<file path="config.mk">
export PLATFORM = sky130hd
export DESIGN_NAME = csi_indicators
export DESIGN_NICKNAME = d
export VERILOG_FILES = /design/src/logic/csi_pkg.sv /design/src/logic/csi_indicators.sv
export SDC_FILE = /design/constraint.sdc
export NUM_CORES = 1
export LEC_CHECK = 0
export ABC_AREA = 1
export BUFFER_PORTS_ARGS = -buffer_cell sky130_fd_sc_hd__buf_2
export CORE_MARGIN = 1
export CORE_UTILIZATION = 50
export CTS_CLUSTER_SIZE = 10
export DETAILED_ROUTE_END_ITERATION = 10
export PLACE_DENSITY_LB_ADDON = 0.15
export RECOVER_POWER = 50
export SYNTH_ARGS = -nofsm -noshare
export SYNTH_HDL_FRONTEND = slang
export SYNTH_SLANG_ARGS = --single-unit
</file>
<file path="constraint.sdc">
create_clock -name ref_clk -period 3.61 [get_ports ref_clk]
set_clock_uncertainty 0.2 [all_clocks]
set_input_delay 0.1805 -clock ref_clk [delete_from_list [all_inputs] [get_ports ref_clk]]
set_output_delay 0.1805 -clock ref_clk [all_outputs]
set_load 0.05 [all_outputs]
</file>
<file path="src/logic/csi_pkg.sv">
package csi_pkg;
  // Channel count and phase inputs per channel
  localparam int CSI_NUM_CH = 2;
  localparam int CSI_NUM_PH = 3;
  localparam int CSI_NUM_DIO = 2;
  // Register offsets (byte addresses)
  localparam logic [7:0] CSI_OFF_CTRL = 8'h00;
  localparam logic [7:0] CSI_OFF_STAT = 8'h04;
  localparam logic [7:0] CSI_OFF_IRQ_STAT = 8'h08;
  localparam logic [7:0] CSI_OFF_IRQ_MASK = 8'h0c;
  localparam logic [7:0] CSI_OFF_CFG = 8'h10;
  // Control fields
  localparam int CSI_CTRL_INIT_DONE = 0;
  localparam int CSI_CTRL_HOST_ERR = 1;
  localparam int CSI_CTRL_CFG_MISMATCH = 2;
  // Interrupt event bit positions
  localparam int CSI_EV_UNIT_ERR = 0;
  localparam int CSI_EV_HOST_ERR = 1;
  localparam int CSI_EV_CFG_ERR = 2;
  localparam int CSI_EV_W = 3;
  // Default all-zero channel settings for simple counters
  localparam logic [15:0] CSI_CFG_DEFAULT = 16'h0000;
  localparam logic [31:0] CSI_ZERO = 32'h0000_0000;
  // Initialisation length in cycles after reset
  localparam logic [3:0] CSI_INIT_CYCLES = 4'h8;

  // Counter type selected per channel
  typedef enum logic [1:0] {
    CSI_TYPE_SIMPLE = 2'b00,
    CSI_TYPE_CIRCULAR = 2'b01,
    CSI_TYPE_LINEAR = 2'b10
  } csi_type_t;

  // Unit state
  typedef enum logic [1:0] {
    CSI_ST_INIT = 2'b00,
    CSI_ST_RUN = 2'b01,
    CSI_ST_FAULT = 2'b10
  } csi_state_t;

  // Per-channel lamp group
  typedef struct packed {
    logic gate;
    logic [2:0] phase;
  } csi_ch_lamp_t;

  // Unit-level lamp group
  typedef struct packed {
    logic run;
    logic unit_error;
    logic host_error;
  } csi_unit_lamp_t;
endpackage

</file>
<file path="src/logic/csi_indicators.sv">
`timescale 1ns/1ps
// Behaviour
// - Operating lamp lit after normal initialisation
// - Operating lamp dark when absent/watchdog/hardware fault
// - Unit-error lamp follows error blocking operation
// - Host-error lamp follows host failure report
// - Channel lamp lit while counting gate open
// - One lamp per phase input A/B/Z
// - Lamp follows each digital input
// - Lamp follows each digital output
// - Switch positions select channel counter type
// - All channels simple when switch off
// - Simple channel uses all-zero settings
// - Host picks circular or linear type
// - Simple channel gets reduced feature set
// - Config mismatch error cleared only by reset
module csi_indicators
  import csi_pkg::*;
#(
  parameter int NCH = CSI_NUM_CH,
  parameter int NDIO = CSI_NUM_DIO
) (
  // Clock and reset
  input wire logic ref_clk,
  input wire logic sys_rst,
  input wire logic clk_en,
  // Register port
  input wire logic [7:0] reg_addr,
  input wire logic [31:0] reg_wdata,
  input wire logic reg_wr,
  input wire logic reg_rd,
  output logic [31:0] reg_rdata,
  // Unit condition inputs
  input wire logic unit_registered,
  input wire logic unit_watchdog,
  input wire logic hw_fault,
  input wire logic unit_fault,
  // Field signals
  input wire logic [NCH-1:0] gate_open,
  input wire logic [NCH*3-1:0] phase_in,
  input wire logic [NDIO-1:0] digital_input_pair,
  input wire logic [NDIO-1:0] digital_output_pair,
  input wire logic [NCH-1:0] type_switch,
  // Lamps
  output logic run_lamp,
  output logic unit_error_lamp,
  output logic host_error_lamp,
  output logic [NCH-1:0] channel_gate_lamp,
  output logic [NCH*3-1:0] phase_lamp,
  output logic [NDIO-1:0] din_lamp,
  output logic [NDIO-1:0] dout_lamp,
  // Counter configuration to counting logic
  output logic [NCH*2-1:0] chan_type,
  output logic [NCH-1:0] chan_full_features,
  output logic [NCH*16-1:0] chan_cfg,
  // Interrupt
  output logic irq
);

  // Unit state and init counter
  csi_state_t state_q;
  logic [3:0] init_cnt_q;
  // Latched switch positions, sampled on every initialisation cycle
  logic [NCH-1:0] sw_q;
  // Software-written control and per-channel settings
  logic [2:0] ctrl_q;
  logic [NCH*2-1:0] cfg_circ_q;
  logic [NCH*16-1:0] cfg_val_q;
  // Sticky config-mismatch error
  logic cfg_err_q;
  // Interrupt status and mask
  logic [CSI_EV_W-1:0] ist_q;
  logic [CSI_EV_W-1:0] imask_q;
  // Previous event levels for edge detection
  logic [CSI_EV_W-1:0] ev_prev_q;
  logic [CSI_EV_W-1:0] ev_now;
  logic [CSI_EV_W-1:0] ev_rise;
  // Unit cannot operate
  logic unit_dead;

  // Decoding of register address, used by the write paths; reads decode with a case
  function automatic logic hit(input logic [7:0] a, input logic [7:0] off);
    hit = (a == off);
  endfunction

  // Any one of these keeps the operating lamp dark until reset
  assign unit_dead = !unit_registered || unit_watchdog || hw_fault;

  // Initialisation sequence
  // A fault seen while counting aborts straight to the fault state
  always_ff @(posedge ref_clk) begin
    if (sys_rst) begin
      state_q <= CSI_ST_INIT;
      init_cnt_q <= 4'h0;
    end else if (clk_en) begin
      case (state_q)
        CSI_ST_INIT: begin
          if (unit_dead) begin
            state_q <= CSI_ST_FAULT;
          end else if (init_cnt_q == CSI_INIT_CYCLES - 4'h1) begin
            state_q <= CSI_ST_RUN;
          end else begin
            init_cnt_q <= init_cnt_q + 4'h1;
          end
        end
        CSI_ST_RUN: begin
          // Faults drop the unit out of operation until reset
          if (unit_dead) begin
            state_q <= CSI_ST_FAULT;
          end
        end
        CSI_ST_FAULT: begin
          state_q <= CSI_ST_FAULT;
        end
        default: begin
          state_q <= CSI_ST_INIT;
        end
      endcase
    end
  end

  // Switch capture only while initialising, so a moved switch is ignored live
  always_ff @(posedge ref_clk) begin
    if (sys_rst) begin
      sw_q <= '0;
    end else if (clk_en && state_q == CSI_ST_INIT) begin
      sw_q <= type_switch;
    end
  end

  // Control and configuration writes
  // Writes to unmapped offsets fall through every branch and are lost
  always_ff @(posedge ref_clk) begin
    if (sys_rst) begin
      ctrl_q <= 3'h0;
      cfg_circ_q <= '0;
      cfg_val_q <= '0;
      imask_q <= '0;
    end else if (clk_en && reg_wr) begin
      if (hit(reg_addr, CSI_OFF_CTRL)) begin
        ctrl_q <= reg_wdata[2:0];
      end
      if (hit(reg_addr, CSI_OFF_IRQ_MASK)) begin
        imask_q <= reg_wdata[CSI_EV_W-1:0];
      end
      if (hit(reg_addr, CSI_OFF_CFG)) begin
        // Whole word: one 16-bit setting word per channel; circular pick is written at CSI_OFF_STAT
        cfg_val_q <= reg_wdata[NCH*16-1:0];
      end
      if (hit(reg_addr, CSI_OFF_STAT)) begin
        cfg_circ_q <= reg_wdata[NCH*2-1:0];
      end
    end
  end

  // Mismatch error is sticky; only reset clears it
  always_ff @(posedge ref_clk) begin
    if (sys_rst) begin
      cfg_err_q <= 1'b0;
    end else if (clk_en && ctrl_q[CSI_CTRL_CFG_MISMATCH]) begin
      cfg_err_q <= 1'b1;
    end
  end

  // Counter type and settings per channel
  // The switch copy only moves in initialisation, so a live flip waits for reset
  genvar g;
  generate
    for (g = 0; g < NCH; g++) begin : g_ch
      always_ff @(posedge ref_clk) begin
        if (sys_rst) begin
          chan_type[g*2 +: 2] <= CSI_TYPE_SIMPLE;
          chan_cfg[g*16 +: 16] <= CSI_CFG_DEFAULT;
          chan_full_features[g] <= 1'b0;
        end else if (clk_en) begin
          if (sw_q[g]) begin
            // Host picks circular or linear
            chan_type[g*2 +: 2] <= cfg_circ_q[g*2] ? CSI_TYPE_CIRCULAR
                                                   : CSI_TYPE_LINEAR;
            chan_cfg[g*16 +: 16] <= cfg_val_q[g*16 +: 16];
            chan_full_features[g] <= 1'b1;
          end else begin
            chan_type[g*2 +: 2] <= CSI_TYPE_SIMPLE;
            chan_cfg[g*16 +: 16] <= CSI_CFG_DEFAULT;
            chan_full_features[g] <= 1'b0;
          end
        end
      end
    end
  endgenerate

  // Lamps, all registered
  // One cycle of latency on every lamp, traded for glitch-free pins
  always_ff @(posedge ref_clk) begin
    if (sys_rst) begin
      run_lamp <= 1'b0;
      unit_error_lamp <= 1'b0;
      host_error_lamp <= 1'b0;
      channel_gate_lamp <= '0;
      phase_lamp <= '0;
      din_lamp <= '0;
      dout_lamp <= '0;
    end else if (clk_en) begin
      run_lamp <= (state_q == CSI_ST_RUN) && !unit_dead;
      unit_error_lamp <= unit_fault || cfg_err_q;
      host_error_lamp <= ctrl_q[CSI_CTRL_HOST_ERR];
      channel_gate_lamp <= gate_open;
      phase_lamp <= phase_in;
      din_lamp <= digital_input_pair;
      dout_lamp <= digital_output_pair;
    end
  end

  // Event levels and their rising edges
  // Edges, not levels, so a condition held high raises its status bit once
  assign ev_now = {cfg_err_q, ctrl_q[CSI_CTRL_HOST_ERR], unit_fault};
  assign ev_rise = ev_now & ~ev_prev_q;

  // Sticky status; a new event wins over a write-one clear
  always_ff @(posedge ref_clk) begin
    if (sys_rst) begin
      ist_q <= '0;
      ev_prev_q <= '0;
    end else if (clk_en) begin
      ev_prev_q <= ev_now;
      if (reg_wr && hit(reg_addr, CSI_OFF_IRQ_STAT)) begin
        ist_q <= (ist_q & ~reg_wdata[CSI_EV_W-1:0]) | ev_rise;
      end else begin
        ist_q <= ist_q | ev_rise;
      end
    end
  end

  // Level interrupt, high until software clears or masks the status bit
  assign irq = |(ist_q & imask_q);

  // Read data, one cycle after the strobe
  // Idle cycles and unmapped offsets read back as zero
  always_ff @(posedge ref_clk) begin
    if (sys_rst) begin
      reg_rdata <= CSI_ZERO;
    end else if (clk_en) begin
      reg_rdata <= CSI_ZERO;
      if (reg_rd) begin
        case (reg_addr)
          CSI_OFF_CTRL: reg_rdata <= {29'h0, ctrl_q};
          CSI_OFF_STAT: reg_rdata <= {24'h0, cfg_err_q, unit_dead, state_q,
                                      2'h0, sw_q};
          CSI_OFF_IRQ_STAT: reg_rdata <= {29'h0, ist_q};
          CSI_OFF_IRQ_MASK: reg_rdata <= {29'h0, imask_q};
          CSI_OFF_CFG: reg_rdata <= cfg_val_q;
          default: reg_rdata <= CSI_ZERO;
        endcase
      end
    end
  end

  // Checks. Reset is synchronous, so all antecedents but the three hold checks also require !sys_rst: the
  // release edge must not start an attempt that sees reset-time outputs.

  // Operating lamp dark while the unit cannot operate
  chk_run_lamp_dead: assert property (@(posedge ref_clk) disable iff (sys_rst)
    clk_en && !sys_rst && unit_dead |=> !run_lamp)
    else $error("run lamp lit while unit cannot operate");

  // A fault holds the unit out of operation until reset
  chk_fault_latched: assert property (@(posedge ref_clk) disable iff (sys_rst)
    state_q == CSI_ST_FAULT |=> state_q == CSI_ST_FAULT)
    else $error("unit left fault state without reset");

  // Operating lamp lit once operating and healthy
  chk_run_after_init: assert property (@(posedge ref_clk) disable iff (sys_rst)
    clk_en && !sys_rst && state_q == CSI_ST_RUN && !unit_dead |=> run_lamp)
    else $error("run lamp dark in operation");

  // Last counted initialisation cycle enters operation
  chk_init_to_run: assert property (@(posedge ref_clk) disable iff (sys_rst)
    clk_en && !sys_rst && state_q == CSI_ST_INIT && !unit_dead &&
    init_cnt_q == CSI_INIT_CYCLES - 4'h1 |=> state_q == CSI_ST_RUN)
    else $error("initialisation did not end in operation");

  // Gate lamps one cycle behind the gates
  chk_gate_lamp: assert property (@(posedge ref_clk) disable iff (sys_rst)
    clk_en && !sys_rst |=> channel_gate_lamp == $past(gate_open))
    else $error("gate lamp wrong");

  // Phase lamps one cycle behind the phase inputs
  chk_phase_lamp: assert property (@(posedge ref_clk) disable iff (sys_rst)
    clk_en && !sys_rst |=> phase_lamp == $past(phase_in))
    else $error("phase lamp wrong");

  // Input lamps one cycle behind the digital inputs
  chk_dio_lamps: assert property (@(posedge ref_clk) disable iff (sys_rst)
    clk_en && !sys_rst |=> din_lamp == $past(digital_input_pair))
    else $error("input lamp wrong");

  // Output lamps one cycle behind the digital outputs
  chk_dout_lamps: assert property (@(posedge ref_clk) disable iff (sys_rst)
    clk_en && !sys_rst |=> dout_lamp == $past(digital_output_pair))
    else $error("output lamp wrong");

  // Host lamp one cycle behind the host failure flag
  chk_host_lamp: assert property (@(posedge ref_clk) disable iff (sys_rst)
    clk_en && !sys_rst |=> host_error_lamp == $past(ctrl_q[CSI_CTRL_HOST_ERR]))
    else $error("host lamp wrong");

  // Setting-check error never falls without reset
  chk_cfg_err_sticky: assert property (@(posedge ref_clk) disable iff (sys_rst)
    cfg_err_q |=> cfg_err_q)
    else $error("mismatch error cleared without reset");

  // First channel in simple mode runs on zero settings
  chk_simple_zero: assert property (@(posedge ref_clk) disable iff (sys_rst)
    clk_en && !sys_rst && !sw_q[0] |=>
      chan_cfg[15:0] == CSI_CFG_DEFAULT && !chan_full_features[0])
    else $error("simple channel not defaulted");

  // Second channel in simple mode runs on zero settings
  chk_simple_zero_hi: assert property (@(posedge ref_clk) disable iff (sys_rst)
    clk_en && !sys_rst && !sw_q[1] |=>
      chan_cfg[31:16] == CSI_CFG_DEFAULT && !chan_full_features[1])
    else $error("second simple channel not defaulted");

  // Switch on gives the first channel the full feature set
  chk_full_feat: assert property (@(posedge ref_clk) disable iff (sys_rst)
    clk_en && !sys_rst && sw_q[0] |=> chan_full_features[0])
    else $error("full features missing on switched channel");

  // Switch copy frozen outside initialisation
  chk_switch_frozen: assert property (@(posedge ref_clk) disable iff (sys_rst)
    state_q != CSI_ST_INIT |=> $stable(sw_q))
    else $error("switch sampled outside initialisation");

  // Unit error lamp lit on a blocking error
  chk_unit_err: assert property (@(posedge ref_clk) disable iff (sys_rst)
    clk_en && !sys_rst && unit_fault |=> unit_error_lamp)
    else $error("unit error lamp dark on fault");

  // Unit error lamp dark when nothing blocks operation
  chk_unit_err_clear: assert property (@(posedge ref_clk) disable iff (sys_rst)
    clk_en && !sys_rst && !unit_fault && !cfg_err_q |=> !unit_error_lamp)
    else $error("unit error lamp lit without error");

  // Main scenarios reached
  cov_run: cover property (@(posedge ref_clk) state_q == CSI_ST_INIT ##1 state_q == CSI_ST_RUN);
  cov_fault: cover property (@(posedge ref_clk) state_q == CSI_ST_RUN ##1 state_q == CSI_ST_FAULT);
  cov_circ: cover property (@(posedge ref_clk) chan_type[1:0] == CSI_TYPE_CIRCULAR);
  cov_linear: cover property (@(posedge ref_clk) chan_type[1:0] == CSI_TYPE_LINEAR);
  cov_irq: cover property (@(posedge ref_clk) irq);

endmodule // csi_indicators

</file>
=== Word-level counts from Yosys, hierarchy flattened ===
Cells that the tools add are included.

* Flip-flop bits (word level): 141
* Input bits: 63
* Output and inout port bits: 86
* Logic and storage cells: 77

* Add/subtract/negate cells: 1
* Equal/unequal tests: 9
* Multiplexer cells: 15
* Bitwise logic cells: 9
* Reductions and logical operators: 19

{| class="wikitable"
|+ Operators with widths
! kind !! count
|-
| $pmux 32 s5 || 1
|-
| $mux 16 || 2
|-
| $mux 32 || 1
|-
| $eq 8x4->1 const B || 2
|-
| $mux 2 || 7
|-
| $and 3x3->3 || 3
|-
| $eq 8x3->1 const B || 1
|-
| $eq 8x5->1 const B || 1
|-
| $logic_not 8->1 || 1
|-
| $reduce_and 2->1 || 4
|-
| $not 3->3 || 2
|-
| $or 3x3->3 || 2
|-
| $pmux 2 s3 || 1
|-
| $logic_and 1x1->1 || 5
|-
| $add 4x1->4 const B || 1
|-
| $eq 4x3->1 const B || 1
|-
| $reduce_and 4->1 || 1
|-
| $logic_or 1x1->1 || 3
|-
| $mux 3 || 1
|-
| $ne 3x3->1 const B || 1
|-
| $reduce_and 3->1 || 1
|-
| $reduce_or 3->1 || 1
|-
| $eq 2x1->1 const B || 1
|-
| $eq 2x2->1 const B || 1
|-
| other kinds (5) || 8
|}

=== Longest topological paths before layout ===
* Word-level depth: 5
* Depth in mapped cells: 9
* Mapped depth without buffers: 9

=== Least setup slack after synthesis ===
No wires, ideal clock.

* Path type: reg2reg
* Start point: reg state_q[1]
* End point: reg init_cnt_q[2]
* Setup time: 0.064 ns
* Arrival: 1.147 ns
* Data required time: 3.346 ns
* Path slack: 2.200 ns
* Stages on the path, launching flop included: 9
* Buffers on the path: 0
* Period minus slack after synthesis: 1.410 ns
* Cells stage by stage: dfxtp_1 -> inv_1 -> ha_1 -> nand2_1 -> nor2_1 -> nand2_1 -> o21ai_0 -> nand2_1 -> nor2_1

* Cells in the longest elaborated chain, start to end: 2

{| class="wikitable"
|+ RTL lines
! what !! line !! RTL
|-
| start: declaration || csi_indicators.sv:61 || <nowiki>csi_state_t state_q;</nowiki>
|-
| start signal: assignment || csi_indicators.sv:93 || <nowiki>state_q <= CSI_ST_INIT;</nowiki>
|-
| start signal: assignment || csi_indicators.sv:99 || <nowiki>state_q <= CSI_ST_FAULT;</nowiki>
|-
| start signal: assignment || csi_indicators.sv:101 || <nowiki>state_q <= CSI_ST_RUN;</nowiki>
|-
| $logic_not 2->1 || csi_indicators.sv:96 || <nowiki>case (state_q)</nowiki>
|-
| $reduce_and 4->1 (no line) || - ||
|-
| end signal: assignment || csi_indicators.sv:103 || <nowiki>init_cnt_q <= init_cnt_q + 4'h1;</nowiki>
|-
| end: declaration || csi_indicators.sv:62 || <nowiki>logic [3:0] init_cnt_q;</nowiki>
|}

Every way passes these cells.
A chain may end at the register's enable or synchronous reset.

==> impl_metrics.toml <==
[yosys]
synth_flop_cell = "dfxtp_1"
syn-mean-instance-area_sq_um = 7.75
synthArstFlopShare_pct = 0
synth.area.top_cells = "dfxtp_1 52%, nand2_1 11%, a21oi_1 9.0%"
ys_ff_latch = 139
synth_top_area_share_pct = 52.2
yosysMostFrequentCell = "nand2_1"
synthCells = 688
synth_edf_count = 0
synth_nets = 755
synthesis.area_sq_um = 5330
ys_top_cells_by_count = "157 x nand2_1, 139 x dfxtp_1, 96 x a21oi_1"
post-synth-top-area-cell = "dfxtp_1"
synth_warnings = 0
synth_cell_type_count = 30
ys_seq_area_share_pct = 52.2

[timing]
slew_violations = 0
finalHoldViolations = 0
period_share_pct = 77.7
clock.fmax_mhz = 357
hold_ws_ps = 26.8
setup_viol = 0
tns_ps = 0
relSlewSlack_pct = 34.2
rsz0062_at_grt = "false"
fin_crit_ps = 2800
worst_pin_slew_ps = 987

[clocking]
clock-sinks = 139
htreeDepth = 4
clk_latency_ps = 510
cts_tree = "built"
holdBufCountCts = 63
clk_pin_slew_ps = 60
clock_path_buffers = 2
post_cts_buffers = 0
clk_root_buffer_cell = "clkbuf_8"
cts.repair.resized = 0
cts_buffers = 17

[detailed_routing]
vias = 5276
viasPerCell = 5.11
ant_nets = 0
drt-total-wl_um = 14200
wl_per_cell_um = 13.7
drt_iter0_markers = 312
drc = 0
drtPass1Iterations = 4

[floorplan]
die_x_um = 105
io_pins = 149
die_h_um = 105
dieArea_sq_um = 11100
start_util_pct = 51.7
coreArea_sq_um = 10300
num_rows = 37

[global_route]
overflow = 0
grt_pass1_wl_um = 23100
grt_max_degree = 81
antenna_found_initial = 0
grt_use_total_pct = 26.0
grt_pass1_vias = 4985

[place]
port_buffers = 148
dp_hpwl_um = 8920
gp_congestion = 0.944
placed_cells = 937

[power_and_ir_drop]
power.leakage_uw = 0.00284
max-vdd-ir-drop_mv = 0.298
powerDensity_nw_per_um2 = 482

[worst_setup_path]
cp-end-kind = "flip-flop"
crit_buf_inv = 5
crit_path_max_fanout = 61
critPathSlowestCell = "inv_1"
start_kind = "input pin"
cp_cell_sequence = "dlygate4sd3_1 -> buf_2 -> inv_1 -> buf_4 -> nor2_1 -> nor2_1 -> dlygate4sd3_1"
worstPathArrival_ps = 3060
cpPeakStageDelay_ps = 650
critPathKind = "input pin to flip-flop"
critPathRequiredTime_ps = 3860
cp_top_family = "buffers and inverters"

[run_status]
status = "finished, final reports clean"

[worst_hold_path]
hp-class = "input pin to flip-flop"

[finish]
nets = 950
drive_gt1_share_pct = 13.2
antennaDiodeCount = 0
fin_cells = 1032
syn2layout_area_growth_pct = 33.7

[run]
maxCapViolations = 0
cell type report:
cell class                      instances  area [sq um]
Sequential cell                       139          2780
Timing Repair Buffer                  216          1300
Multi-Input combinational cell        479          2220
Tap cell                              136           170
Clock inverter                         13           130
Clock buffer                           19           422
Fill cell                             878          3190
Inverter                               30           113
layer usage:
layer	vias to the layer above	global-route usage [%]	routed length (um)	part of all wire, %
met1	2461	32.1	6340	45
met4	0	8.95	246	1.7
met5	-	0	0	0
met2	159	44.2	6780	48
li1	2632	-	-	-
met3	24	6.18	784	5.5
logic make-up after synthesis:
group / after synthesis / synth area share, %
flops: 139 / 52.2
simple gates: 306 / 24.4
xor+xnor: 2 / 0.328
compound gates: 167 / 16.0
fa+ha+maj: 4 / 0.938
buf+inv: 70 / 6.15
cell usage in the layout (no fill, tap or decap), types with 2 or more instances in the layout:
cell type      netlist  routed
a21oi_1             96      96
dfxtp_1            139     139
inv_2                7       5
o22ai_1              4       4
clkbuf_16            0      16
o21ai_0             57      57
buf_4                5       4
nand2_1            157     159
or2_2                3       3
buf_2               12      61
inv_6                0       6
inv_1               22      24
dlygate4sd3_1        0      63
nand2_2              5       3
ha_1                 4       4
o21a_1               2       2
o21bai_1             2       2
nand2_4              2       2
xor2_1               2       2
nor2_1              93      93
clkbuf_1            17      90
nor2_4               5       5
nand3_1             36      36
clkinvlp_4           0       4
o21ai_1              5       5
clkinv_4             0       2
nor3_4               2       2
metrics by stage:
stage | cell area (sq um) | worst slack (ps) | total power, uW | util (%)
after floorplan | 5330 | 2200 | 1740 | -
after global placement | 6070 | 1510 | 1810 | 58.8
after detailed placement | 6070 | 1440 | 1820 | 58.8
after CTS | 7250 | 1050 | 3470 | 70.2
after global routing | 7130 | 599 | 3560 | 69.1
final | 7130 | 806 | 3440 | 69.1
flip-flops by register name, summed over array words and instances (netlist names), 3 cells and up:
register,flops
cfg_val_q,32
chan_cfg,32
reg_rdata,32
phase_lamp,6
chan_type,4
init_cnt_q,4
ctrl_q,3
ev_prev_q,3
imask_q,3
ist_q,3
final timing paths:
path,startpoint,endpoint,slack (ps),depth (start not counted)
worst min register to register,ev_prev_q[2],ev_prev_q[2],260,2
worst max register to register,state_q[0],init_cnt_q[2],1740,8
worst min-delay path,unit_registered,run_lamp,30,5
worst max-delay path,clk_en,dout_lamp[0],810,7
worst reg2reg max path, stage by stage, from the launching register on:
cell and delay, ps:
dfxtp_1 330, inv_1 110, ha_1 280, nand2_1 80, nor2_1 190, nand2_1 190, o21ai_0 240, nand2_1 70
nor2_1 100
report_power, final:
group	switching (uW)	leakage, uW	internal [uW]	total (uW)
combinational	165	0.00146	98.8	264
sequential	17.6	0.00112	1550	1570
clock	675	0.000257	927	1600
total	858	0.00284	2580	3440
Note: power is estimated with default switching activity, not from simulation.
